===== config.mk =====
export PLATFORM = sky130hd
export DESIGN_NAME = lsm_mapper
export DESIGN_NICKNAME = d
export VERILOG_FILES = /design/src/logic/lsm_pkg.sv /design/src/logic/lsm_mapper.sv /design/src/logic/lsm_pack12.sv /design/src/logic/lsm_place15.sv
export VERILOG_INCLUDE_DIRS = /design/src /design/src/logic
export SDC_FILE = /design/constraint.sdc
export NUM_CORES = 1
export LEC_CHECK = 0
export BUFFER_PORTS_ARGS = -buffer_cell sky130_fd_sc_hd__buf_2
export CORE_AREA = 2 2 376 378
export CTS_BUF_LIST = sky130_fd_sc_hd__clkbuf_8
export CTS_CLUSTER_DIAMETER = 60
export DETAILED_ROUTE_END_ITERATION = 8
export DIE_AREA = 0 0 378 380
export GPL_TIMING_DRIVEN = 0
export PLACE_DENSITY = 0.33
export SLEW_MARGIN = 10
export SYNTH_ARGS = -nofsm -noshare
export SYNTH_HDL_FRONTEND = slang
export SYNTH_HIERARCHICAL = 1
export SYNTH_SLANG_ARGS = --single-unit
export TNS_END_PERCENT = 50

===== constraint.sdc =====
create_clock -name CLK_I -period 2.5 [get_ports CLK_I]
set_input_delay 0.5 -clock CLK_I [delete_from_list [all_inputs] [get_ports CLK_I]]
set_output_delay 0.5 -clock CLK_I [all_outputs]
set_load 0.02 [all_outputs]

===== src/logic/lsm_defines.svh =====
// lsm_defines.svh: lane-map mode codes, widths and reset values of the lane sample mapper
// assumes inclusion by lsm_pkg and by the design modules; guarded against double inclusion
`ifndef LSM_DEFINES_SVH
`define LSM_DEFINES_SVH

// ****************************************
// widths and positions
// ****************************************
`define LSM_MODE_W   7
`define LSM_LANES    8
`define LSM_FLAG_BIT 0
`define LSM_LANE_RST 16'h0000

// ****************************************
// lane-map mode codes
// ****************************************
`define LSM_M16 7'h10
`define LSM_M19 7'h13
`define LSM_M42 7'h2A
`define LSM_M20 7'h14
`define LSM_M43 7'h2B
`define LSM_M21 7'h15
`define LSM_M36 7'h24
`define LSM_M22 7'h16
`define LSM_M46 7'h2E
`define LSM_M23 7'h17
`define LSM_M38 7'h26
`define LSM_M61 7'h3D
`define LSM_M64 7'h40
`define LSM_M69 7'h45
`define LSM_M71 7'h47
`define LSM_M24 7'h18
`define LSM_M48 7'h30
`define LSM_M62 7'h3E
`define LSM_M65 7'h41
`define LSM_M70 7'h46
`define LSM_M25 7'h19
`define LSM_M52 7'h34
`define LSM_M26 7'h1A
`define LSM_M54 7'h36
`define LSM_M63 7'h3F

`endif


===== src/logic/lsm_pkg.sv =====
// lsm_pkg: types and helper functions of the lane sample mapper
// assumes lsm_defines.svh on the include path
package lsm_pkg;
`include "lsm_defines.svh"

    // ****************************************
    // sample and lane carriers
    // ****************************************
    typedef logic [11:0] lsm_s12_t;
    typedef logic [14:0] lsm_s15_t;
    typedef logic [15:0] lsm_word_t;
    typedef logic [`LSM_MODE_W-1:0] lsm_mode_t;
    typedef lsm_s12_t [15:0] lsm_bypass_t;

    typedef struct packed {
        lsm_s15_t [7:0] inphase;
        lsm_s15_t [7:0] quad;
        logic [3:0]     inphase_overrange;
        logic [3:0]     quad_overrange;
    } lsm_single_t;

    typedef struct packed {
        lsm_s15_t [3:0] chan_a_inphase;
        lsm_s15_t [3:0] chan_a_quad;
        lsm_s15_t [3:0] chan_b_inphase;
        lsm_s15_t [3:0] chan_b_quad;
        logic [3:0]     chan_a_inphase_overrange;
        logic [3:0]     chan_a_quad_overrange;
        logic [3:0]     chan_b_inphase_overrange;
        logic [3:0]     chan_b_quad_overrange;
    } lsm_dual_t;

    typedef struct packed {
        lsm_word_t [7:0] lane_a;
        lsm_word_t [7:0] lane_b;
    } lsm_lanes_t;

    // placement class of a lane-map mode
    typedef enum logic [3:0] {
        LSM_C_NONE, LSM_C_D8X16, LSM_C_SG1, LSM_C_SG2, LSM_C_SG4, LSM_C_SG8H, LSM_C_BYP1, LSM_C_BYP2
    } lsm_class_t;

    // ****************************************
    // functions
    // ****************************************
    function automatic lsm_class_t lsm_decode(input lsm_mode_t m);
        case (m)
            `LSM_M16:                                       return LSM_C_D8X16;
            `LSM_M19, `LSM_M42:                             return LSM_C_BYP1;
            `LSM_M20, `LSM_M43:                             return LSM_C_BYP2;
            `LSM_M23, `LSM_M38, `LSM_M61, `LSM_M64, `LSM_M69, `LSM_M71: return LSM_C_SG1;
            `LSM_M21, `LSM_M36, `LSM_M24, `LSM_M48, `LSM_M62, `LSM_M65, `LSM_M70: return LSM_C_SG2;
            `LSM_M22, `LSM_M46, `LSM_M26, `LSM_M54, `LSM_M63: return LSM_C_SG4;
            `LSM_M25, `LSM_M52:                             return LSM_C_SG8H;
            default:                                        return LSM_C_NONE;
        endcase
    endfunction

    // sample in the upper bits, flag in the lsb
    function automatic lsm_word_t lsm_word15(input lsm_s15_t s, input logic f);
        return {s, f};
    endfunction

    function automatic int lsm_group_lanes(input lsm_class_t c);
        case (c)
            LSM_C_SG1:  return 1;
            LSM_C_SG2:  return 2;
            LSM_C_SG4:  return 4;
            LSM_C_SG8H: return 8;
            default:    return 0;
        endcase
    endfunction
endpackage


===== src/logic/lsm_mapper.sv =====
// lsm_mapper: lane sample mapper, samples and flags onto 2x8 lane words
// assumes sample inputs synchronous to CLK_I and a link encoder downstream
`timescale 1ns/1ps
`include "lsm_defines.svh"
module lsm_mapper
    import lsm_pkg::*;
(
    input  logic        CLK_I,
    input  logic        RST_B_I,
    input  logic        LINK_EN_I,
    input  lsm_mode_t   LANE_MAP_MODE_I,
    input  logic        SAMPLE_VALID_I,
    input  lsm_single_t SINGLE_I,
    input  lsm_dual_t   DUAL_I,
    input  lsm_bypass_t BYPASS_I,
    output lsm_lanes_t  LANES_O,
    output logic        LANE_VALID_O,
    output logic        LINK_UP_O,
    output logic        MODE_ERR_O
);

    // ****************************************
    // state
    // ****************************************
    typedef enum logic {LSM_IDLE, LSM_RUN} lsm_state_t;

    typedef struct packed {
        lsm_state_t state;
        lsm_class_t cls;
        lsm_lanes_t lanes;
        logic       valid;
        logic       link_up;
        logic       mode_err;
    } lsm_regs_t;

    lsm_regs_t r;
    lsm_regs_t next_r;

    lsm_s12_t [1:0][3:0]  set_a;
    lsm_s12_t [1:0][3:0]  set_b;
    lsm_word_t [1:0][2:0] pk_a;
    lsm_word_t [1:0][2:0] pk_b;
    lsm_lanes_t           byp_lanes;
    lsm_lanes_t           cplx_lanes;
    lsm_lanes_t           mapped;
    lsm_class_t           req_cls;

    // ****************************************
    // 15-bit placement
    // ****************************************
    lsm_place15 u_place15 (
        .cls_i    (r.cls),
        .single_i (SINGLE_I),
        .dual_i   (DUAL_I),
        .lanes_o  (cplx_lanes)
    );

    // ****************************************
    // 12-bit bypass packing
    // ****************************************
    always_comb begin
        for (int j = 0; j < 2; j++) begin
            for (int m = 0; m < 4; m++) begin
                if (r.cls == LSM_C_BYP2) begin
                    // channel a samples 0-7, channel b samples 8-15
                    set_a[j][m] = BYPASS_I[4*j+m];
                    set_b[j][m] = BYPASS_I[8+4*j+m];
                end else begin
                    // even samples group a, odd samples group b
                    set_a[j][m] = BYPASS_I[8*j+2*m];
                    set_b[j][m] = BYPASS_I[8*j+2*m+1];
                end
            end
        end
    end

    genvar g;
    generate
        for (g = 0; g < 2; g++) begin : g_pack
            lsm_pack12 u_pack_a (
                .s_i (set_a[g]),
                .w_o (pk_a[g])
            );
            lsm_pack12 u_pack_b (
                .s_i (set_b[g]),
                .w_o (pk_b[g])
            );
        end
    endgenerate

    always_comb begin
        byp_lanes = '0;
        for (int j = 0; j < 2; j++) begin
            for (int i = 0; i < 3; i++) begin
                // three-lane sets, lanes 6-7 idle
                byp_lanes.lane_a[3*j+i] = pk_a[j][i];
                byp_lanes.lane_b[3*j+i] = pk_b[j][i];
            end
        end
    end

    always_comb begin
        case (r.cls)
            LSM_C_BYP1, LSM_C_BYP2: mapped = byp_lanes;
            default:                mapped = cplx_lanes;
        endcase
    end

    // ****************************************
    // control
    // ****************************************
    // mode aliases resolve to one placement class
    assign req_cls = lsm_decode(LANE_MAP_MODE_I);

    always_comb begin
        next_r       = r;
        next_r.valid = 1'b0;
        case (r.state)
            LSM_IDLE: begin
                next_r.lanes = '0;
                if (LINK_EN_I) begin
                    // mode captured at link start only
                    next_r.state    = LSM_RUN;
                    next_r.link_up  = 1'b1;
                    next_r.cls      = req_cls;
                    next_r.mode_err = (req_cls == LSM_C_NONE);
                end
            end
            LSM_RUN: begin
                if (!LINK_EN_I) begin
                    next_r.state   = LSM_IDLE;
                    next_r.link_up = 1'b0;
                    next_r.lanes   = '0;
                end else if (SAMPLE_VALID_I && r.cls != LSM_C_NONE) begin
                    next_r.lanes = mapped;
                    next_r.valid = 1'b1;
                end
            end
            default: begin
                next_r = '0;
            end
        endcase
    end

    always_ff @(posedge CLK_I or negedge RST_B_I) begin
        if (!RST_B_I) begin
            r <= '0;
        end else begin
            r <= next_r;
        end
    end

    assign LANES_O      = r.lanes;
    assign LANE_VALID_O = r.valid;
    assign LINK_UP_O    = r.link_up;
    assign MODE_ERR_O   = r.mode_err;
endmodule


===== src/logic/lsm_pack12.sv =====
// lsm_pack12: packs four 12-bit samples into three 16-bit lane words
// assumes a purely combinational use; caller registers the result
`timescale 1ns/1ps
module lsm_pack12
    import lsm_pkg::*;
(
    input  lsm_s12_t [3:0]  s_i,
    output lsm_word_t [2:0] w_o
);
    // second sample split 4/8, third split 8/4
    assign w_o[0] = {s_i[0], s_i[1][11:8]};
    assign w_o[1] = {s_i[1][7:0], s_i[2][11:4]};
    assign w_o[2] = {s_i[2][3:0], s_i[3]};
endmodule


===== src/logic/lsm_place15.sv =====
// lsm_place15: places 15-bit complex samples and flags on the lanes
// assumes a purely combinational use; unused lanes read zero
`timescale 1ns/1ps
`include "lsm_defines.svh"
module lsm_place15
    import lsm_pkg::*;
(
    input  lsm_class_t  cls_i,
    input  lsm_single_t single_i,
    input  lsm_dual_t   dual_i,
    output lsm_lanes_t  lanes_o
);
    always_comb begin
        lanes_o = '0;
        for (int k = 0; k < `LSM_LANES; k++) begin
            if (cls_i == LSM_C_D8X16) begin
                if (k < 4) begin
                    // dual channel, in-phase lanes 0-3, quad lanes 4-7
                    lanes_o.lane_a[k]   = lsm_word15(dual_i.chan_a_inphase[k], dual_i.chan_a_inphase_overrange[k]);
                    lanes_o.lane_a[k+4] = lsm_word15(dual_i.chan_a_quad[k], dual_i.chan_a_quad_overrange[k]);
                    lanes_o.lane_b[k]   = lsm_word15(dual_i.chan_b_inphase[k], dual_i.chan_b_inphase_overrange[k]);
                    lanes_o.lane_b[k+4] = lsm_word15(dual_i.chan_b_quad[k], dual_i.chan_b_quad_overrange[k]);
                end
            end else if (k < lsm_group_lanes(cls_i)) begin
                if (cls_i == LSM_C_SG8H) begin
                    // two lanes share one flag index
                    lanes_o.lane_a[k] = lsm_word15(single_i.inphase[k], single_i.inphase_overrange[k/2]);
                    lanes_o.lane_b[k] = lsm_word15(single_i.quad[k], single_i.quad_overrange[k/2]);
                end else begin
                    // i on group a, q on group b
                    lanes_o.lane_a[k] = lsm_word15(single_i.inphase[k], single_i.inphase_overrange[k%4]);
                    lanes_o.lane_b[k] = lsm_word15(single_i.quad[k], single_i.quad_overrange[k%4]);
                end
            end
        end
    end
endmodule


Yosys cells after proc, flatten, opt, wreduce, memory -nomap -nowiden
Cells that the tools add are included.

storage, ports and cells
  flip-flop bits (word level) = 264

cells by class
  multiplexer cells = 81
  order comparisons = 8
  eq/ne operators = 35
  bitwise gates (word level) = 1
  reductions and logical operators = 12

operator list
  cell                                                 number
  two-way mux 16 bit                                   40
  two-way mux 256 bit                                  2
  one-hot mux 256 bit (2 select lines)                 1
  two-way mux 257 bit                                  1
  two-way mux 12 bit                                   14
  < comparator 4 x 32 -> 1 bit, first input constant   4
  equality test 7 x 6 -> 1 bit, second input constant  11
  < comparator 3 x 32 -> 1 bit, first input constant   2
  equality test 7 x 5 -> 1 bit, second input constant  9
  equality test 7 bit, second input constant           5
  < comparator 1 x 32 -> 1 bit, first input constant   1
  < comparator 2 x 32 -> 1 bit, first input constant   1
  two-way mux 32 bit                                   1
  one-hot mux 3 bit (7 select lines)                   1
  equality test 4 x 3 -> 1 bit, second input constant  4
  two-way mux 1 bit                                    16
  one-hot mux 4 bit (4 select lines)                   1
  equality test 4 x 2 -> 1 bit, second input constant  2
  OR reduction 2 bit                                   4
  OR reduction 7 bit                                   1
  OR reduction 6 bit                                   1
  two-way mux 5 bit                                    1
  OR reduction 5 bit                                   1
  equality test 4 x 1 -> 1 bit, second input constant  1
  9 further kinds                                      12

Logic depth before layout (Yosys ltp)
  depth after elaboration = 10
  mapped depth = 7
  mapped depth without buffers = 6

Hierarchy
The synthesis kept the hierarchy.

by module, submodules not included
  module       times used  cells an instance  sequential area each (sq um)  area an instance (sq um)
  lsm_mapper   1           1,500              6,581.3                       15,474.8
  lsm_place15  1           326                0.0                           2,647.5
  lsm_pack12   4           48                 0.0                           360.3

Worst setup path after synthesis
No wires, ideal clock.

  kind = reg2reg
  start = register r[260] (netlist bit)
  end = register r (netlist bit LANES_O[213])
  setup time = 0.133 ns
  clock period less this slack = 2.052 ns
  buffers on the path = 3
  stages on the path, launching flop included = 8
  slack = 0.448 ns
  arrival = 1.918 ns
  cells stage by stage = dfrtp_1 -> nand3_1 -> buf_1 -> buf_2 -> mux2_2 -> buf_4 -> mux2i_1 -> o21ai_0

RTL lines
  what                      line               source
  start: declaration        lsm_mapper.sv:36   lsm_regs_t r;
  start signal: assignment  lsm_mapper.sv:149  r <= next_r;

==> run metrics <==
Final Non-Filler Cells=5078; Slew Limit Fails=0; Max Clock Freq=0.410 GHz; Max-cap violations=0; WS Path Type=flop to flop; Required @ worst endpoint=around 3.2 ns; syn avg cell area=9.69 sq um; reg2reg setup slack=0.06 ns; initial drt markers=just over 900; Detail Route Antenna Nets=0; Num CTS Buffers=70; crit path launch type=flop; I/O Pins=966; Post-route DRC=0; P_leak=approximately 0.016 uW; DRT Pass-1 Iters=5; r2r endpoint=LANES_O[51]; CTS root buf=clkbuf_8; Crit. End Element=flop; CTS tree=done; largest net degree at the start of global routing=between 80 and 90; routed length per placed instance=29.3 um; clk buf depth=3; WHS=about 0.1 ns; placed cell count=4842; area of the die=between 0.1 and 0.15 sq mm; commonest cells after routing, fill and taps aside=997 x buf_2, 474 x buf_4, 316 x a22o_1; Nets=roughly 3800; # setup viols final=0; internal power=9510 uW; sequential power share=0.301; Yosys reg bits=around 260; RSZ-0062 raised after global routing=true; leading area contributor after synthesis=dfrtp_1; critical path arrival=just over 3 ns; VDD IR max=roughly 0.27 mV; Slew Limit Headroom=0.384; Hold Vio Cnt, Final=0; synth unique cells=46; Area contributors post-synth=dfrtp_1 34%, buf_4 17%, a22o_1 14%; Worst-Margin Slew=0.924 ns; Max Clock Skew=slightly above 0.08 ns; routability cong.=0.854; commonest non-fill, non-tap cell in the layout=buf_2; reg2reg start=r[259]; PortBufs=940; Crit Path Max Fanout=10; clk_lat worst skew=between 0.7 and 0.8 ns; Clock power frac=0.388; first-pass GRT wire length=between 150000 and 200000 um; outcome=complete, no violations; post-synthesis async set-or-reset flop share=1.00; htree depth=3; worst r2r path cells=8; logic gate share of total power=0.311; Ys Warns=6; Via Count=roughly 20000; total track usage=0.201; net switching power=approximately 5300 uW; Gate Count Post-Synth=slightly above 2000; Die W=roughly 380 um; Routed WL=~150000 um; Layout area overhead=50.5%; Synth top area share=0.336; Critical Path End=LANES_O[51]; vias per std cell=slightly below 4; FP Rows=137; clock slew at reported path FFs=roughly 0.05 ns; initial antenna violation count=94; die height=between 300 and 400 um; crit path launch=r[259]; Power Density=around 500 mW/mm^2; gr ovfl total=0; Filler Cells Inserted=15900; vias in the first global route=a little over 20000; clk sinks=roughly 260; Sw Share=0.358; share of cells above drive strength 1=0.576; fin crit period=between 2 and 2.5 ns; Worst Hold Class=input port to flop; number of flops mapped to enable cells by yosys=0; Placeable Area=between 0.1 and 0.15 sq mm; initial core utilization=0.141; detailed placer's ending HPWL=~120000 um; Cell Area, Synth=0.0196 sq mm; register area=around 0.0066 sq mm; ys flop type=dfrtp_1; sequential fraction of the synthesis area=0.336; Multi-input gate area=0.00897 sq mm; post-route clock period utilization=0.976
repair_timing:
action | CTS | global route
pin swaps | 0 | 0
endpoints found under the setup margin | 257 | 149
buffers inserted | 2 | 0
hold buffers | 97 | 0
endpoints found under the hold margin | 194 | 0
resized for setup | 105 | 21
area by class of cell:
cell class	instances	share of cell area
buffer	604	0.147
sequential	263	0.224
multi-input combinational	1152	0.305
inverter	3	0.000382
tap	1876	0.0797
clock buffer	80	0.0374
antenna	21	0.00178
clock inverter	36	0.00795
timing repair buffer	1043	0.197
through the flow:
stage	power (uW)	utilization	worst slack, ns	area, sq um	TNS (ns)
2_1_floorplan	6730	-	0.448	19600	0
3_3_place_gp	8990	0.191	-5.60	26600	-1642.24
3_5_place_dp	9000	0.192	-1.28	26800	-172.78
4_1_cts	15200	0.211	-0.00739	29300	-0.00739
5_1_grt	15500	0.211	-0.00791	29400	-0.0202
6_report	14800	0.212	0.0609	29400	0
power by group through the flow:
stage	sequential, uW	combinational [uW]	clock [uW]
final	4450	4610	5750
after global routing	4460	4910	6170
after CTS	4450	4710	6040
after detailed placement	4520	4480	0
after global placement	4520	4470	0
after floorplan	4510	2230	0
per-layer routing:
layer	part of all wire	up-vias	wire length, um	GRT usage
met2	0.47	866	69100	0.332
met5	0.0020	-	300	0
li1	-	9092	-	-
met1	0.44	9629	65500	0.262
met3	0.075	188	11100	0.0502
met4	0.017	50	2520	0.0420
logic make-up (layout without fill, tap and decap cells):
logic type               count (synthesis)  after routing  synth area share
AND/OR/NAND/NOR                        243            243            0.0531
buffers and inverters                  607           1766             0.209
flip-flops                             263            263             0.336
multiplexers                           368            368             0.200
adder cells (fa/ha/maj)                  2              2           0.00128
other                                    1             26          0.000192
AO/OA/AOI/OAI                          533            533             0.200
XOR/XNOR                                 1              1          0.000448
critical path, stage by stage (launching register included):
cell and delay (ns):
dfrtp_1 0.39, clkbuf_4 0.28, nor4b_4 0.22, buf_4 0.21, buf_8 0.26, buf_6 0.31
a22o_1 0.27, mux2i_1 0.20, o21ai_0 0.20
worst min path at each step:
stage / start / to / slack [ns] / cells past startpoint
floorplan: RST_B_I / LANES_O[0] / 0.20 / 0
global placement: LANES_O[164] / LANES_O[164] / 0.47 / 2
detailed placement: RST_B_I / LANES_O[110] / 0.40 / 1
CTS: DUAL_I[61] / LANES_O[113] / 0.0006 / 3
global route: BYPASS_I[190] / LANES_O[90] / 0.07 / 3
finish: DUAL_I[60] / LANES_O[111] / 0.10 / 3
cells in the mapped netlist, types with 2 or more instances:
cell type / instances
nor3_1: 4
buf_4: 449
nor2b_1: 4
buf_2: 96
nor2_1: 7
a31oi_1: 2
inv_1: 3
and3b_1: 2
mux2_2: 176
mux2i_1: 192
or3b_2: 2
buf_1: 10
nor3b_1: 2
o21ai_0: 194
nand3b_1: 2
nand4_1: 2
dfrtp_1: 263
a21oi_1: 4
or2_2: 2
nand2_1: 200
nor4_1: 2
o21ai_1: 3
nand3_1: 3
clkbuf_1: 48
nand2b_1: 5
a22o_1: 320
ha_1: 2
sequential cells by signal, indices dropped and copies added (netlist names):
register,flops
LINK_UP_O,1
r,4
LANES_O,256
MODE_ERR_O,1
LANE_VALID_O,1
(Power assumes the default switching activity.)
